$ cat src/logic/wsc_pkg.sv
// package of constants and types for the watchdog and sleep/wake controller
package wsc_pkg;
  // register offsets on the plain register port
  localparam logic [13:0] WSC_OFF_OPTION = 14'h0081; // option register, bank 0 alias
  localparam logic [13:0] WSC_OFF_OPTION_HI = 14'h0181; // option register, bank 2 alias
  localparam logic [13:0] WSC_OFF_CONFIG = 14'h2007; // configuration word, read only
  localparam logic [13:0] WSC_OFF_STATUS = 14'h0003; // status flags, read only here
  localparam logic [13:0] WSC_OFF_ID_BASE = 14'h2000; // first of four id locations
  localparam logic [13:0] WSC_OFF_ID_LAST = 14'h2003; // last id location
  localparam logic [13:0] WSC_OFF_PROG = 14'h0100; // program memory verify read port
  // option register fields
  localparam int WSC_OPT_PSA_BIT = 3; // prescaler_assign, 1 = watchdog
  localparam int WSC_OPT_PS_LSB = 0; // prescale_select_lo position
  localparam logic [7:0] WSC_OPTION_RST = 8'hFF; // option register after reset
  // configuration word fields
  localparam int WSC_CFG_WATCHDOG_CFG_ENABLE_BIT = 2; // watchdog_cfg_enable
  localparam int WSC_CFG_CP_LSB = 4; // code_protect_lo, code_protect_hi above it
  localparam int WSC_CFG_OSC_LSB = 0; // osc_select field
  localparam logic [1:0] WSC_OSC_RC = 2'h3; // rc oscillator mode
  localparam logic [1:0] WSC_CP_NONE = 2'h3; // unprogrammed protection bits
  // status bit positions
  localparam int WSC_ST_PD_BIT = 3; // powerdown_flag
  localparam int WSC_ST_TO_BIT = 4; // timeout_flag
  // timing
  localparam int WSC_TOST_TOSC = 1024; // oscillator start-up periods
  localparam int WSC_CLK_MHZ = 125; // system clock rate
  localparam logic [10:0] WSC_OST_CYCLES = 11'(WSC_TOST_TOSC); // one tosc per clock here
  localparam logic [7:0] WSC_PROG_WORD_RST = 8'h00; // reset value of small storage
  // sleep/run state
  typedef enum logic [1:0] {
    WSC_RUN = 2'b00,
    WSC_SLEEP = 2'b01,
    WSC_START = 2'b10
  } wsc_state_t;
endpackage : wsc_pkg

$ cat src/logic/wsc_watchdog.sv
// watchdog timer with sleep entry, wake-up sources and status flags
// Summary of operation
// - watchdog counts on own free rc clock
// - timeout while running resets the device
// - timeout while asleep wakes the device
// - any watchdog timeout clears timeout flag
// - config enable low disables watchdog while it stays low
// - option register assigns and divides prescaler
// - kick and sleep clear counter, prescaler
// - kick keeps the prescaler assignment unchanged
// - sleep clears pd, sets to, stops oscillator
// - pins hold pre-sleep state while asleep
// - master clear resets; other events wake
// - pd set at power-up, cleared by sleep
// - only listed peripheral interrupts wake
// - wake needs source enable, not global enable
// - after wake, run next, then maybe vector
// - next address prefetched during sleep instruction
// - pending interrupt makes sleep a no-op
// - interrupt during sleep: finish, then wake
// - 1024-period start-up delay unless rc mode
// - four id locations, program mode only
// - verify read only when unprotected
module wsc_watchdog #(
  parameter int WDT_BASE_TICKS = 18 // base period in rc ticks
) (
  input wire logic sys_clk_i, // system clock, 125 mhz
  input wire logic sys_rst_i, // asynchronous reset, active high
  input wire logic rc_tick_i, // free rc oscillator level, async
  input wire logic master_clear_pin_i, // external reset request, async
  input wire logic kick_instruction_i, // core executes watchdog clear
  input wire logic sleep_instruction_i, // core executes sleep
  input wire logic global_irq_enable_i, // core global enable
  input wire logic [8:0] wake_irq_flag_i, // wake-capable peripheral flags
  input wire logic [8:0] wake_irq_enable_i, // their enable bits
  input wire logic [7:0] config_word_i, // configuration word
  input wire logic program_mode_i, // program/verify mode
  input wire logic [7:0] pin_out_i, // pin drive values from ports
  input wire logic [7:0] pin_oe_i, // pin enables from ports
  input wire logic [13:0] reg_addr_i, // register address
  input wire logic [7:0] reg_wdata_i, // register write data
  input wire logic reg_wr_i, // write strobe
  input wire logic reg_rd_i, // read strobe
  input wire logic [7:0] prog_rdata_i, // program word from memory
  output logic [7:0] reg_rdata_o, // read data, cycle after strobe
  output logic device_reset_o, // device reset request, one cycle on a running timeout, held while master clear is high
  output logic core_run_o, // core clock allowed
  output logic osc_drive_o, // oscillator driver on
  output logic irq_vector_o, // branch to 0004h after next instr
  output logic prefetch_o, // fetch pc+1 pulse
  output logic [7:0] pin_out_o, // held pin values
  output logic [7:0] pin_oe_o // held pin enables
);
  import wsc_pkg::*;

  logic rc_s1_q, rc_s2_q, rc_s3_q; // rc synchroniser and edge stage
  logic mc_s1_q, mc_s2_q; // master clear synchroniser
  logic [7:0] option_q; // option register
  logic [7:0] prescale_q; // shared prescaler when on watchdog
  logic [15:0] wdt_q; // watchdog counter
  logic timeout_flag_q; // set means no timeout since clear
  logic powerdown_flag_q; // set means no sleep since power-up
  logic [10:0] ost_q; // start-up counter
  logic [3:0] id_q [0:3]; // id locations, low nibble kept
  logic vec_pend_q; // vector after one instruction
  wsc_state_t state_q;
  logic rc_edge, wdt_en, pre_tick, wdt_timeout, wake_irq, sleep_nop, sleep_do;
  logic [7:0] prescale_mask;
  logic [10:0] start_cnt_q; // check helper: cycles spent in start-up

  // synchronisers: first stage read only by the second
  always_ff @(posedge sys_clk_i or posedge sys_rst_i) begin
    if (sys_rst_i) begin
      rc_s1_q <= 1'b0;
      rc_s2_q <= 1'b0;
      rc_s3_q <= 1'b0;
      mc_s1_q <= 1'b0;
      mc_s2_q <= 1'b0;
    end else begin
      rc_s1_q <= rc_tick_i;
      rc_s2_q <= rc_s1_q;
      rc_s3_q <= rc_s2_q;
      mc_s1_q <= master_clear_pin_i;
      mc_s2_q <= mc_s1_q;
    end
  end

  assign rc_edge = rc_s2_q & ~rc_s3_q;
  assign wdt_en = config_word_i[WSC_CFG_WATCHDOG_CFG_ENABLE_BIT];
  // per-source enable only; only these sources exist
  assign wake_irq = |(wake_irq_flag_i & wake_irq_enable_i);
  // pending interrupt turns sleep into a no-op
  assign sleep_nop = sleep_instruction_i & wake_irq & (state_q == WSC_RUN);
  assign sleep_do = sleep_instruction_i & ~wake_irq & (state_q == WSC_RUN);
  // division 2^(ps+1) when assigned, else direct
  assign prescale_mask = 8'((9'h002 << option_q[2:0]) - 9'h001);
  assign pre_tick = rc_edge & (~option_q[WSC_OPT_PSA_BIT] ||
                               ((prescale_q & prescale_mask) == prescale_mask));
  assign wdt_timeout = wdt_en & pre_tick & (wdt_q == 16'(WDT_BASE_TICKS - 1));

  // option register write
  always_ff @(posedge sys_clk_i or posedge sys_rst_i) begin
    if (sys_rst_i) begin
      option_q <= WSC_OPTION_RST;
    end else if (reg_wr_i && (reg_addr_i == WSC_OFF_OPTION ||
                              reg_addr_i == WSC_OFF_OPTION_HI)) begin
      option_q <= reg_wdata_i;
    end
  end

  // prescaler and watchdog counter
  always_ff @(posedge sys_clk_i or posedge sys_rst_i) begin
    if (sys_rst_i) begin
      prescale_q <= 8'h00;
      wdt_q <= 16'h0000;
    end else if (!wdt_en || kick_instruction_i || sleep_do || wdt_timeout) begin
      // kick and executed sleep clear both
      // only the count is cleared, option_q untouched
      prescale_q <= 8'h00;
      wdt_q <= 16'h0000;
    end else if (rc_edge) begin
      prescale_q <= option_q[WSC_OPT_PSA_BIT] ? prescale_q + 8'h01 : 8'h00;
      if (pre_tick) begin
        wdt_q <= wdt_q + 16'h0001;
      end
    end
  end

  // status flags
  always_ff @(posedge sys_clk_i or posedge sys_rst_i) begin
    if (sys_rst_i) begin
      powerdown_flag_q <= 1'b1;
      timeout_flag_q <= 1'b1;
    end else if (wdt_timeout) begin
      // timeout clears to whether reset or wake
      timeout_flag_q <= 1'b0;
    end else if (sleep_do) begin
      // sleep clears pd and sets to
      powerdown_flag_q <= 1'b0;
      timeout_flag_q <= 1'b1;
    end
  end

  // run / sleep / start-up state
  always_ff @(posedge sys_clk_i or posedge sys_rst_i) begin
    if (sys_rst_i) begin
      state_q <= WSC_RUN;
      ost_q <= 11'h000;
    end else begin
      case (state_q)
        WSC_RUN: begin
          if (sleep_do) begin
            state_q <= WSC_SLEEP;
          end
        end
        WSC_SLEEP: begin
          // timeout wakes; interrupt wakes after full sleep
          if (wdt_timeout || wake_irq) begin
            // start-up delay skipped in rc mode
            if (config_word_i[1:0] == WSC_OSC_RC) begin
              state_q <= WSC_RUN;
            end else begin
              state_q <= WSC_START;
              ost_q <= WSC_OST_CYCLES - 11'h001;
            end
          end
        end
        WSC_START: begin
          if (ost_q == 11'h000) begin
            state_q <= WSC_RUN;
          end else begin
            ost_q <= ost_q - 11'h001;
          end
        end
        default: state_q <= WSC_RUN;
      endcase
    end
  end

  // reset, clock gating and oscillator driver outputs
  always_ff @(posedge sys_clk_i or posedge sys_rst_i) begin
    if (sys_rst_i) begin
      device_reset_o <= 1'b0;
      core_run_o <= 1'b1;
      osc_drive_o <= 1'b1;
      prefetch_o <= 1'b0;
    end else begin
      // running timeout resets; master clear always resets
      device_reset_o <= (wdt_timeout && state_q == WSC_RUN) || mc_s2_q;
      core_run_o <= (state_q == WSC_RUN) && !sleep_do;
      osc_drive_o <= (state_q != WSC_SLEEP) && !sleep_do;
      prefetch_o <= sleep_do | sleep_nop;
    end
  end

  // vector request after interrupt wake
  always_ff @(posedge sys_clk_i or posedge sys_rst_i) begin
    if (sys_rst_i) begin
      vec_pend_q <= 1'b0;
      irq_vector_o <= 1'b0;
    end else begin
      // one in-line instruction, then vector if enabled
      if (state_q == WSC_SLEEP && wake_irq && global_irq_enable_i) begin
        vec_pend_q <= 1'b1;
      end else if (vec_pend_q && state_q == WSC_RUN) begin
        vec_pend_q <= 1'b0;
      end
      irq_vector_o <= vec_pend_q && state_q == WSC_RUN;
    end
  end

  // pin hold
  always_ff @(posedge sys_clk_i or posedge sys_rst_i) begin
    if (sys_rst_i) begin
      pin_out_o <= 8'h00;
      pin_oe_o <= 8'h00;
    end else if (state_q == WSC_RUN && !sleep_do) begin
      // frozen outside run, pre-sleep values kept
      pin_out_o <= pin_out_i;
      pin_oe_o <= pin_oe_i;
    end
  end

  // id locations, one per entry
  genvar gi;
  generate
    for (gi = 0; gi < 4; gi++) begin : g_id
      always_ff @(posedge sys_clk_i or posedge sys_rst_i) begin
        if (sys_rst_i) begin
          id_q[gi] <= 4'h0;
        end else if (reg_wr_i && program_mode_i &&
                     reg_addr_i == WSC_OFF_ID_BASE + 14'(gi)) begin
          id_q[gi] <= reg_wdata_i[3:0];
        end
      end
    end
  endgenerate

  // read data, valid the cycle after the strobe
  always_ff @(posedge sys_clk_i or posedge sys_rst_i) begin
    if (sys_rst_i) begin
      reg_rdata_o <= WSC_PROG_WORD_RST;
    end else if (!reg_rd_i) begin
      reg_rdata_o <= 8'h00;
    end else if (reg_addr_i == WSC_OFF_OPTION || reg_addr_i == WSC_OFF_OPTION_HI) begin
      reg_rdata_o <= option_q;
    end else if (reg_addr_i == WSC_OFF_CONFIG) begin
      reg_rdata_o <= config_word_i;
    end else if (reg_addr_i == WSC_OFF_STATUS) begin
      reg_rdata_o <= {3'h0, timeout_flag_q, powerdown_flag_q, 3'h0};
    end else if (program_mode_i && reg_addr_i >= WSC_OFF_ID_BASE &&
                 reg_addr_i <= WSC_OFF_ID_LAST) begin
      // id readable only in program mode
      reg_rdata_o <= {4'h0, id_q[reg_addr_i[1:0]]};
    end else if (program_mode_i && reg_addr_i == WSC_OFF_PROG &&
                 config_word_i[WSC_CFG_CP_LSB +: 2] == WSC_CP_NONE) begin
      reg_rdata_o <= prog_rdata_i;
    end else begin
      reg_rdata_o <= 8'h00;
    end
  end

  // check helper: counts start-up cycles so a long bound needs no wide delay range
  always_ff @(posedge sys_clk_i or posedge sys_rst_i) begin
    if (sys_rst_i) begin
      start_cnt_q <= 11'h000;
    end else if (state_q == WSC_START) begin
      start_cnt_q <= start_cnt_q + 11'h001;
    end else begin
      start_cnt_q <= 11'h000;
    end
  end
endmodule : wsc_watchdog

$ cat config.mk
export PLATFORM = sky130hd
export DESIGN_NAME = wsc_watchdog
export DESIGN_NICKNAME = d
export VERILOG_FILES = /design/src/logic/wsc_pkg.sv /design/src/logic/wsc_watchdog.sv
export SDC_FILE = /design/constraint.sdc
export NUM_CORES = 1
export LEC_CHECK = 0
export ABC_CLOCK_PERIOD_IN_PS = 2770
export BUFFER_PORTS_ARGS = -buffer_cell sky130_fd_sc_hd__buf_2
export CAP_MARGIN = 0
export CORE_MARGIN = 5
export CORE_UTILIZATION = 49
export DETAILED_ROUTE_END_ITERATION = 8
export HOLD_SLACK_MARGIN = 0.12
export PLACE_DENSITY = 0.74
export SYNTH_ARGS = -nofsm -noshare
export SYNTH_HDL_FRONTEND = slang
export SYNTH_SLANG_ARGS = --single-unit
$ cat constraint.sdc
create_clock -name sys_clk_i -period 2.77 [get_ports sys_clk_i]
set_input_delay 0.277 -clock sys_clk_i [delete_from_list [all_inputs] [get_ports sys_clk_i]]
set_output_delay 0.277 -clock sys_clk_i [all_outputs]
set_load 0.01 [all_outputs]
# Word level (Yosys, flattened, before mapping)
# Index checks and enable logic that the tools add are counted.
[op_classes]
n_addsub = 4
n_lt_le_gt_ge = 3
eq_ne = 21
n_shift = 1
n_mux = 28
n_bitwise = 16
reduce_logical = 37
[ops]
columns = ["cell", "count"]
rows = [
  ["8-bit 2-to-1 mux", 9],
  ["14-bit == test (second input constant)", 5],
  ["16-bit 2-to-1 mux", 3],
  ["11-bit 2-to-1 mux", 3],
  ["14-bit by 9-bit == test with 1-bit output (second input constant)", 2],
  ["11-bit one-hot mux with 2 select lines", 1],
  ["16-bit by 1-bit adder with 16-bit output (second input constant)", 1],
  ["16-bit by 5-bit == test with 1-bit output (second input constant)", 1],
  ["1-bit logical AND", 16],
  ["14-bit by 2-bit == test with 1-bit output (second input constant)", 1],
  ["14-bit by 8-bit == test with 1-bit output (second input constant)", 1],
  ["14-bit greater-or-equal comparator (second input constant)", 1],
  ["14-bit <= comparator (second input constant)", 1],
  ["11-bit zero test", 1],
  ["11-bit by 1-bit subtractor with 11-bit output (second input constant)", 1],
  ["2-bit != test (second input constant)", 5],
  ["2-bit nonzero test", 5],
  ["9-bit bitwise AND", 1],
  ["9-bit OR reduction", 1],
  ["8-bit by 1-bit adder with 8-bit output (second input constant)", 1],
  ["1-bit bitwise AND", 8],
  ["8-bit bitwise AND", 1],
  ["4-bit binary-select mux with 2-bit select", 1],
  ["8-bit == test", 1],
  ["19 further kinds", 39],
]
[totals]
regBits = 98
in_bits = 82
out_inout_bits = 29
word_cells = 135

# Logic depth before layout (Yosys ltp)
# Gate-level depths: netlist of the first run.
[logic_depth]
ltp_word = 11
ltp_mapped = 8
mapped_depth_nobuf = 7

# Least setup slack after synthesis of the first run
# Ideal clock, no wire load.
[synth_path]
path_kind = "reg2reg"
from = "register option_q[3]"
to = "register state_q[0]"
setup_ns = 0.078
arrival_time_ns = 1.829
t_required_ns = 2.692
slack_ns = 0.863
stages_incl_launch_ff = 7
path_buffers = 2
period_less_slack_ns = 1.907
cell_sequence = "dfstp_2 > clkbuf_1 > nor2_1 > a31oi_1 > clkbuf_1 > o21ai_0 > a21oi_1"
[synth_via]
elab_chain_cells = 8
[synth_rtl]
columns = ["element", "line", "rtl"]
rows = [
  ["start: declaration", "wsc_watchdog.sv:58", "logic [7:0] option_q;"],
  ["start signal: assignment", "wsc_watchdog.sv:107", "option_q <= reg_wdata_i;"],
  ["1-bit inverter", "wsc_watchdog.sv:97", "assign pre_tick = rc_edge & (~option_q[WSC_OPT_PSA_BIT] ||"],
  ["1-bit logical OR", "wsc_watchdog.sv:97", ""],
  ["1-bit bitwise AND", "wsc_watchdog.sv:97", ""],
  ["1-bit bitwise AND (2 in a row)", "wsc_watchdog.sv:99", "assign wdt_timeout = wdt_en & pre_tick & (wdt_q == 16'(WDT_BASE_TICKS - 1));"],
  ["1-bit logical OR", "wsc_watchdog.sv:158", "if (wdt_timeout || wake_irq) begin"],
  ["2-bit != test (no source line)", "--", ""],
  ["3-bit AND reduction (no source line)", "--", ""],
  ["end signal: assignment", "wsc_watchdog.sv:161", "state_q <= WSC_RUN;"],
  ["end signal: assignment", "wsc_watchdog.sv:163", "state_q <= WSC_START;"],
  ["end signal: assignment", "wsc_watchdog.sv:170", "state_q <= WSC_RUN;"],
  ["end: declaration", "wsc_watchdog.sv:66", "wsc_state_t state_q;"],
]
# Every way passes these cells.
# A chain may end at the register's enable or synchronous reset.

# Worst setup path in the final report of the first run
[layout_path]
from = "register state_q[1]"
to = "register wdt_q[4]"
[layout_via]
elab_chain_cells = 6
elab_cells_between_ends = 8
classes_between = "mux: 1; bitwise: 1; reduce/logical: 6"
[layout_rtl]
columns = ["element", "line", "rtl"]
rows = [
  ["start signal: assignment", "wsc_watchdog.sv:147", "state_q <= WSC_RUN;"],
  ["start signal: assignment", "wsc_watchdog.sv:153", "state_q <= WSC_SLEEP;"],
  ["start signal: assignment", "wsc_watchdog.sv:161", ""],
  ["2-bit zero test *", "wsc_watchdog.sv:94", "assign sleep_do = sleep_instruction_i & ~wake_irq & (state_q == WSC_RUN);"],
  ["1-bit bitwise AND *", "wsc_watchdog.sv:94", ""],
  ["1-bit logical OR * (2 in a row)", "wsc_watchdog.sv:116", "end else if (!wdt_en || kick_instruction_i || sleep_do || wdt_timeout) begin"],
  ["2-bit nonzero test (no source line)", "--", ""],
  ["2-bit AND reduction (no source line)", "--", ""],
  ["end signal: assignment", "wsc_watchdog.sv:124", "wdt_q <= wdt_q + 16'h0001;"],
  ["end: declaration", "wsc_watchdog.sv:60", "logic [15:0] wdt_q;"],
]
# Mark *: on every way between the ends. The rest lies on a longest branch, timed or not.

==> impl_results.md, run 1 <==
- Max Slew Vio Count: 0
- Min Clock Period, post-route: 2.28 ns
- Total GRT Usage: between 10% and 20%
- Power density of the placed cells: 468 nW/um2
- Total instance count after detailed placement: approximately 680
- TritonCTS buffer count: 9
- Area contributors post-synth: dfrtp_1, mux2_2, dfstp_2
- Worst voltage drop across the vdd grid: 0.276 mV
- Die Footprint: roughly 12,000 um2
- Cells along the critical path: nor2_1 > and3_1 > a21oi_2 > buf_4 > or4b_1 > o21ai_0
- Number of warning messages in the yosys log: 0
- Maximum cell stage delay along the critical path: about 0.64 ns
- Top-area cell type share of the netlist area: 43.5%
- Number of maximum-capacitance constraint violations: 0
- First drt pass iteration count: 6
- Ratio of cells with drive above 1 in the final layout: between 30 and 40%
- Tightest Hold Check Type: primary input to flip-flop
- Unique masters post-synth: 64
- Critical-path maximum fanout: 19
- Synthesized area per cell: 11.2 um2
- Share of flip-flops with an asynchronous set or reset: between 90% and 100%
- Lkg Pwr: 2.59 nW
- Achievable Freq: 438 MHz
- Average routed wire per standard cell: 16.3 um
- Most frequently used flop master after synthesis: dfrtp_1
- Sum of negative setup slack: 0 ns
- Post-detailed-placement half-perimeter wirelength: 8560 um
- Post-synth top area cell: dfrtp_1
- Clk_lat worst skew: between 0.3 and 0.4 ns
- Num Clock Sinks: just under 100
- Crit. End Element: flip-flop
- Register-to-register path setup slack: about 0.49 ns
- Non-filler cells in the finished layout: between 600 and 700
- Cell Area, Synth: 4950 um2
- Input/output buffers: 110
- Net count reported at finish: around 640
- Total of cells resized after clock tree synthesis: 0
- Total via count in the routed design: 3,980
- Core area: between 9000 and 10,000 um2
- Number of vias per cell: 5.72
- Commonest cells in the netlist: dfrtp_1, nand2_1, mux2_2
- Cell depth of the worst hold path: 2
- Number of endpoints with negative hold slack in the final report: 0
- M2 GR Usage: between 30% and 40%
- Met1 GRT Util: between 20% and 30%
- Max Buffers Root-to-Sink: 2
- Post-synthesis instance total: approximately 440
- Number of DRC violations after detailed routing: 0
- Hold path startpoint: reg_wdata_i[7]
- Number of setup violations in the final report: 0
- Period Utilization, post-route: 82.5%
- Synth Net Count: between 500 and 600
- Slew at the pin with the worst max-slew slack: between 0.8 and 0.9 ns
- RSZ-0062 raised after global routing: no
- Clock-pin slew of the registers on the worst-case setup and hold paths: around 0.10 ns
- H-tree level count: 3
- Post-CTS Setup Repair Bufs: 0
- Wire length of the first global-routing pass: between 15,000 and 20,000 um
- Run status: finished clean
- Worst Clk Skew: ~0.0097 ns
- Number of rows in the core area: 36
- Area growth syn-to-layout: 20.4%
- Most repeated cell in the gate-level netlist after synthesis: dfrtp_1
- Clock root buffer: clkbuf_8
- Kind of start point of the critical path: flip-flop
- Fraction of the yosys area taken by sequential cells: 49.9%
- Top-Level Pins: around 110
- Global routing met3 resource utilization: 4.27%
- ANT nets after route: 0
- Reg-to-reg critical path endpoint: wdt_q[4]
- Headroom to the max-slew limit: ~43%
- Number of global-route vias before repair: about 4,100
- Data required time of the worst path: about 3 ns
- Hold Buf Count CTS: 3
- Die Y: 110 um
- Width of the chip: approximately 110 um
- TritonCTS clock tree: yes
- Initial standard-cell utilization of the core: approximately 50%
- RR Startpoint: state_q[1]
- Number of cells on the worst reg-to-reg path: 6
- Post-synth EDFFs: 0
- Worst path arrival time: roughly 2.6 ns
- Path type of the worst setup path: flip-flop to flip-flop
- Critical-path cell with the highest stage delay: a21oi_2
- Number of antenna diodes: 0
- Initial DRC Count: between 200 and 300
- Final wirelength: 11,400 um
- Number of flip-flops and latches in the synthesized netlist: between 90 and 100
- Layer with the highest usage after global routing: met2
- Number of antenna violations at the first check in global routing: 0
- Overflow after GRT: 0
- Gpl congestion: about 0.86
- Pin count of the biggest net entering global routing: 44
- Capture endpoint of the worst hold path: option_q[7]
- Total buffers and inverters traversed by the critical path: 1
- Kind of cell with the highest combined delay on the critical path: simple AND/OR/NAND/NOR gates
-- stage by stage --
| step | total power, mW | utilization (%) | hold WS [ns] | cell area, um2 | setup WS [ns] |
|---|---|---|---|---|---|
| 2_1_floorplan | 1.59 | - | 0.308 | 4950 | 0.863 |
| 3_3_place_gp | 1.70 | 57.9 | 0.335 | 5680 | 0.603 |
| 3_5_place_dp | 1.71 | 57.9 | 0.342 | 5680 | 0.520 |
| 4_1_cts | 2.82 | 60.7 | 0.135 | 5960 | 0.506 |
| 5_1_grt | 2.90 | 60.7 | 0.128 | 5960 | 0.291 |
| 6_report | 2.79 | 60.7 | 0.151 | 5960 | 0.486 |
-- routing by layer --
metal  part of all wire [%]  vias to the layer above
li1                       -                     1879
met1                     44                     1939
met2                     48                      138
met3                    6.5                       24
met4                    1.9                        0
met5                      0                        -
-- cell usage in the layout, fill, tap and decap left out, types with 3 or more instances in the layout --
cell type	count
nor2b_1	8
mux2i_1	12
buf_4	8
o31ai_1	5
and2_1	3
dfstp_2	12
o21ai_0	18
mux2_2	31
dlygate4sd3_1	3
a222oi_1	8
nand2b_1	5
a21o_1	3
a21boi_0	6
dfrtp_1	86
buf_2	110
nor4_1	5
a22oi_1	8
nand3_1	16
mux2_4	8
ha_1	4
nor4b_1	3
and3_1	4
o211ai_1	16
nor3_1	10
a211oi_1	6
or3_1	4
xnor2_1	5
nand2_1	34
mux4_2	4
xor2_1	3
a21oi_1	18
o21a_1	3
inv_1	20
nor2_1	14
nand4_1	8
bufinv_16	3
clkbuf_8	10
-- where the power goes --
part / total, mW / internal [mW] / switching (mW)
registers: 1.47 / 1.45 / 0.0134
clock network: 1.10 / 0.624 / 0.480
logic: 0.218 / 0.0964 / 0.121
-- registers in the layout, indices dropped and copies added, names as in the netlist --
signal,count
core_run_o,1
device_reset_o,1
id_q,16
irq_vector_o,1
mc_s1_q,1
mc_s2_q,1
option_q,8
osc_drive_o,1
ost_q,11
pin_oe_o,8
pin_out_o,8
powerdown_flag_q,1
prefetch_o,1
prescale_q,8
rc_s1_q,1
rc_s2_q,1
rc_s3_q,1
reg_rdata_o,8
state_q,2
timeout_flag_q,1
vec_pend_q,1
wdt_q,16
-- final cells by class --
| class | count | area, um2 |
|---|---|---|
| clock buffers | 11 | 141 |
| clock inverters | 5 | 103 |
| fillers | 865 | 3860 |
| inverters | 21 | 82.6 |
| multi-input cells | 306 | 2330 |
| flip-flops and latches | 98 | 2470 |
| well taps | 133 | 166 |
| repair buffers | 122 | 661 |
-- worst max path at each step --
stage	start	to	slack, ns	depth (start not counted)
6_report	state_q[1]	wdt_q[4]	0.49	6
5_1_grt	prescale_q[5]	wdt_q[4]	0.29	5
4_1_cts	prescale_q[5]	wdt_q[4]	0.51	5
3_5_place_dp	wake_irq_flag_i[3]	wdt_q[4]	0.52	7
3_3_place_gp	wake_irq_flag_i[2]	wdt_q[4]	0.60	7
2_1_floorplan	option_q[3]	state_q[0]	0.86	6
-- cells by family (layout without fill, tap and decap cells) --
| family | Yosys count | after routing | share of synthesized area, % |
|---|---|---|---|
| AOI/OAI and AO/OA | 106 | 106 | 15.3 |
| xor gates and xnor gates | 8 | 8 | 1.42 |
| DFF | 98 | 98 | 49.9 |
| muxes | 56 | 56 | 14.0 |
| adders and majority gates | 4 | 4 | 1.01 |
| and+or+nand+nor | 132 | 132 | 15.5 |
| buffers and inverters | 38 | 159 | 3.01 |
Note: power is estimated with default switching activity, not from simulation.
==> inputs of run 2 (changes only) <==
--- a/config.mk
+++ b/config.mk
@@ -5,7 +5,7 @@
 export SDC_FILE = /design/constraint.sdc
 export NUM_CORES = 1
 export LEC_CHECK = 0
-export ABC_CLOCK_PERIOD_IN_PS = 2770
+export ABC_CLOCK_PERIOD_IN_PS = 2000
 export BUFFER_PORTS_ARGS = -buffer_cell sky130_fd_sc_hd__buf_2
 export CAP_MARGIN = 0
 export CORE_MARGIN = 5
==> constraint.sdc (replaced) <==
create_clock -name sys_clk_i -period 2 [get_ports sys_clk_i]
set_input_delay 0.2 -clock sys_clk_i [delete_from_list [all_inputs] [get_ports sys_clk_i]]
set_output_delay 0.2 -clock sys_clk_i [all_outputs]
set_load 0.01 [all_outputs]
==> impl_results.md, run 2 (synthesized netlist as in run 1, its figures left out) <==
- RSZ-0062 raised after global routing: no
- M2 GR Usage: between 30% and 40%
- Wire length of the first global-routing pass: ~20,000 um
- Part of the power in registers: roughly 53%
- Ratio of cells with drive above 1 in the final layout: between 30 and 40%
- Number of rows in the core area: 36
- Overflow after GRT: 0
- Most frequent standard cell in the layout excluding fill and tap cells: buf_2
- Number of setup violations in the final report: 0
- Worst setup slack before clock tree synthesis: -0.0703 ns
- Period Utilization, post-route: between 90% and 100%
- Leading cell types in the layout, fill and taps excluded: buf_2, dfrtp_1, buf_4
- Overall power of the completed layout: approximately 3.8 mW
- Number of antenna violations at the first check in global routing: 1
- Layer with the highest usage after global routing: met2
- Gpl congestion: around 0.85
- First drt pass iteration count: 6
- Final wirelength: 12,100 um
- Total via count in the routed design: 4,240
- Min Clock Period, post-route: roughly 1.9 ns
- Core area: roughly 9800 um2
- Biggest regs: id_q x16, wdt_q x16, ost_q x11
- Critical-path maximum fanout: 7
- Max Buffers Root-to-Sink: 2
- Net switching component of the power: roughly 880 uW
- Reg-to-reg critical path endpoint: ost_q[4]
- Clk_lat worst skew: about 0.37 ns
- Lkg Pwr: 2.86 nW
- Worst Clk Skew: 0.0182 ns
- Slew at the pin with the worst max-slew slack: ~0.57 ns
- Number of global-route vias before repair: around 4,200
- Crit. End Element: flip-flop
- Number of vias per cell: ~5.6
- Placed Instance Area: about 5900 um2
- Register-to-register path setup slack: slightly above 0.1 ns
- Path type of the worst setup path: flip-flop to flip-flop
- Internal Dissipation: between 2 and 3 mW
- Capture endpoint of the worst hold path: option_q[3]
- Die Y: ~110 um
- Die Footprint: about 12,000 um2
- TritonCTS clock tree: yes
- H-tree level count: 3
- Run status: finished clean
- Max Slew Vio Count: 0
- Headroom to the max-slew limit: between 60% and 70%
- Power density of the placed cells: 586 nW/um2
- ANT nets after route: 0
- Achievable Freq: ~530 MHz
- Input/output buffers: 110
- Clock-pin slew of the registers on the worst-case setup and hold paths: ~0.09 ns
- Num Clock Sinks: a little under 100
- Kind of start point of the critical path: flip-flop
- Combinational group share of total power: roughly a tenth
- Total GRT Usage: roughly a fifth
- Number of DRC violations after detailed routing: 0
- Number of endpoints with negative hold slack in the final report: 0
- Top-Level Pins: ~110
- Number of cells on the worst reg-to-reg path: 6
- Core occupancy in the finished layout: around 66%
- Post-detailed-placement half-perimeter wirelength: 8920 um
- Worst voltage drop across the vdd grid: 0.483 mV
- TritonCTS buffer count: 9
- Switching Fraction: a little under a quarter
- Average routed wire per standard cell: between 15 and 20 um
- Fin area: 6470 um2
- Hold path startpoint: reg_wdata_i[3]
- Clock power frac: between 30% and 40%
- Net count reported at finish: 701
- Width of the chip: 110 um
- Pin count of the biggest net entering global routing: between 40 and 50
- Clock root buffer: clkbuf_8
- Initial DRC Count: between 200 and 300
- Data required time of the worst path: ~2.2 ns
- Setup slack of the critical path after layout: a little over 0.1 ns
- Number of maximum-capacitance constraint violations: 0
- Area growth syn-to-layout: 30.7%
- Sum of negative setup slack: 0 ns
- Cell depth of the worst hold path: 2
- Global routing met3 resource utilization: between 3 and 4%
- Met1 GRT Util: between 20% and 30%
- Initial standard-cell utilization of the core: approximately half
- RR Startpoint: ost_q[5]
- Tightest Hold Check Type: primary input to flip-flop
- Worst path arrival time: ~2.1 ns
==> run 2: worst max-delay path by stage <==
stage | startpoint | endpoint | slack [ns] | cells after the start
after floorplan | option_q[3] | state_q[0] | 0.09 | 6
after global placement | reg_addr_i[11] | reg_rdata_o[2] | -0.007 | 6
after global routing | ost_q[5] | ost_q[4] | 0.008 | 6
after CTS | ost_q[1] | ost_q[4] | 0.05 | 8
after detailed placement | option_q[2] | ost_q[4] | -0.07 | 5
final | ost_q[5] | ost_q[4] | 0.10 | 6
==> run 2: routing by layer <==
layer	wire (um)	up-vias
met3	666	20
met2	5910	140
met1	5280	2081
met4	219	0
met5	0	-
li1	-	1999
==> run 2: power groups by stage <==
stage	registers, mW	logic (mW)	clock network (mW)
after floorplan	2.07	0.131	0
after global placement	2.06	0.318	0
after detailed placement	2.06	0.326	0
after CTS	2.03	0.370	1.44
after global routing	2.03	0.408	1.51
final	2.03	0.369	1.40
==> run 2: final cells by class <==
| cell class | count | area, um2 |
|---|---|---|
| well taps | 133 | 166 |
| clock buffers | 11 | 131 |
| clock inverters | 5 | 86.3 |
| fillers | 779 | 3350 |
| inverters | 21 | 82.6 |
| repair buffers | 179 | 1170 |
| multi-input cells | 306 | 2360 |
| diodes | 1 | 2.50 |
| flip-flops and latches | 98 | 2470 |
==> run 2: worst max-delay path: stages, from the launching register on <==
cell and delay, ns:
dfrtp_1 0.42, or4_4 0.55, o41ai_2 0.20, buf_4 0.19
or4_1 0.12, xor2_1 0.18, o21ai_0 0.12
==> run 2: timing repair <==
| action | 4_1_cts | 5_1_grt |
|---|---|---|
| resized for setup | 1 | 8 |
| buffers inserted | 0 | 2 |
| hold endpoints to repair | 53 | 0 |
| hold buffers | 28 | 0 |
| endpoints found under the setup margin | 12 | 16 |
| pin swaps | 0 | 1 |
==> run 2: through the flow <==
step,std cells,hold slack (ns)
floorplan,442,0.231
global placement,707,0.286
detailed placement,707,0.288
CTS,751,0.122
global route,754,0.120
finish,754,0.144
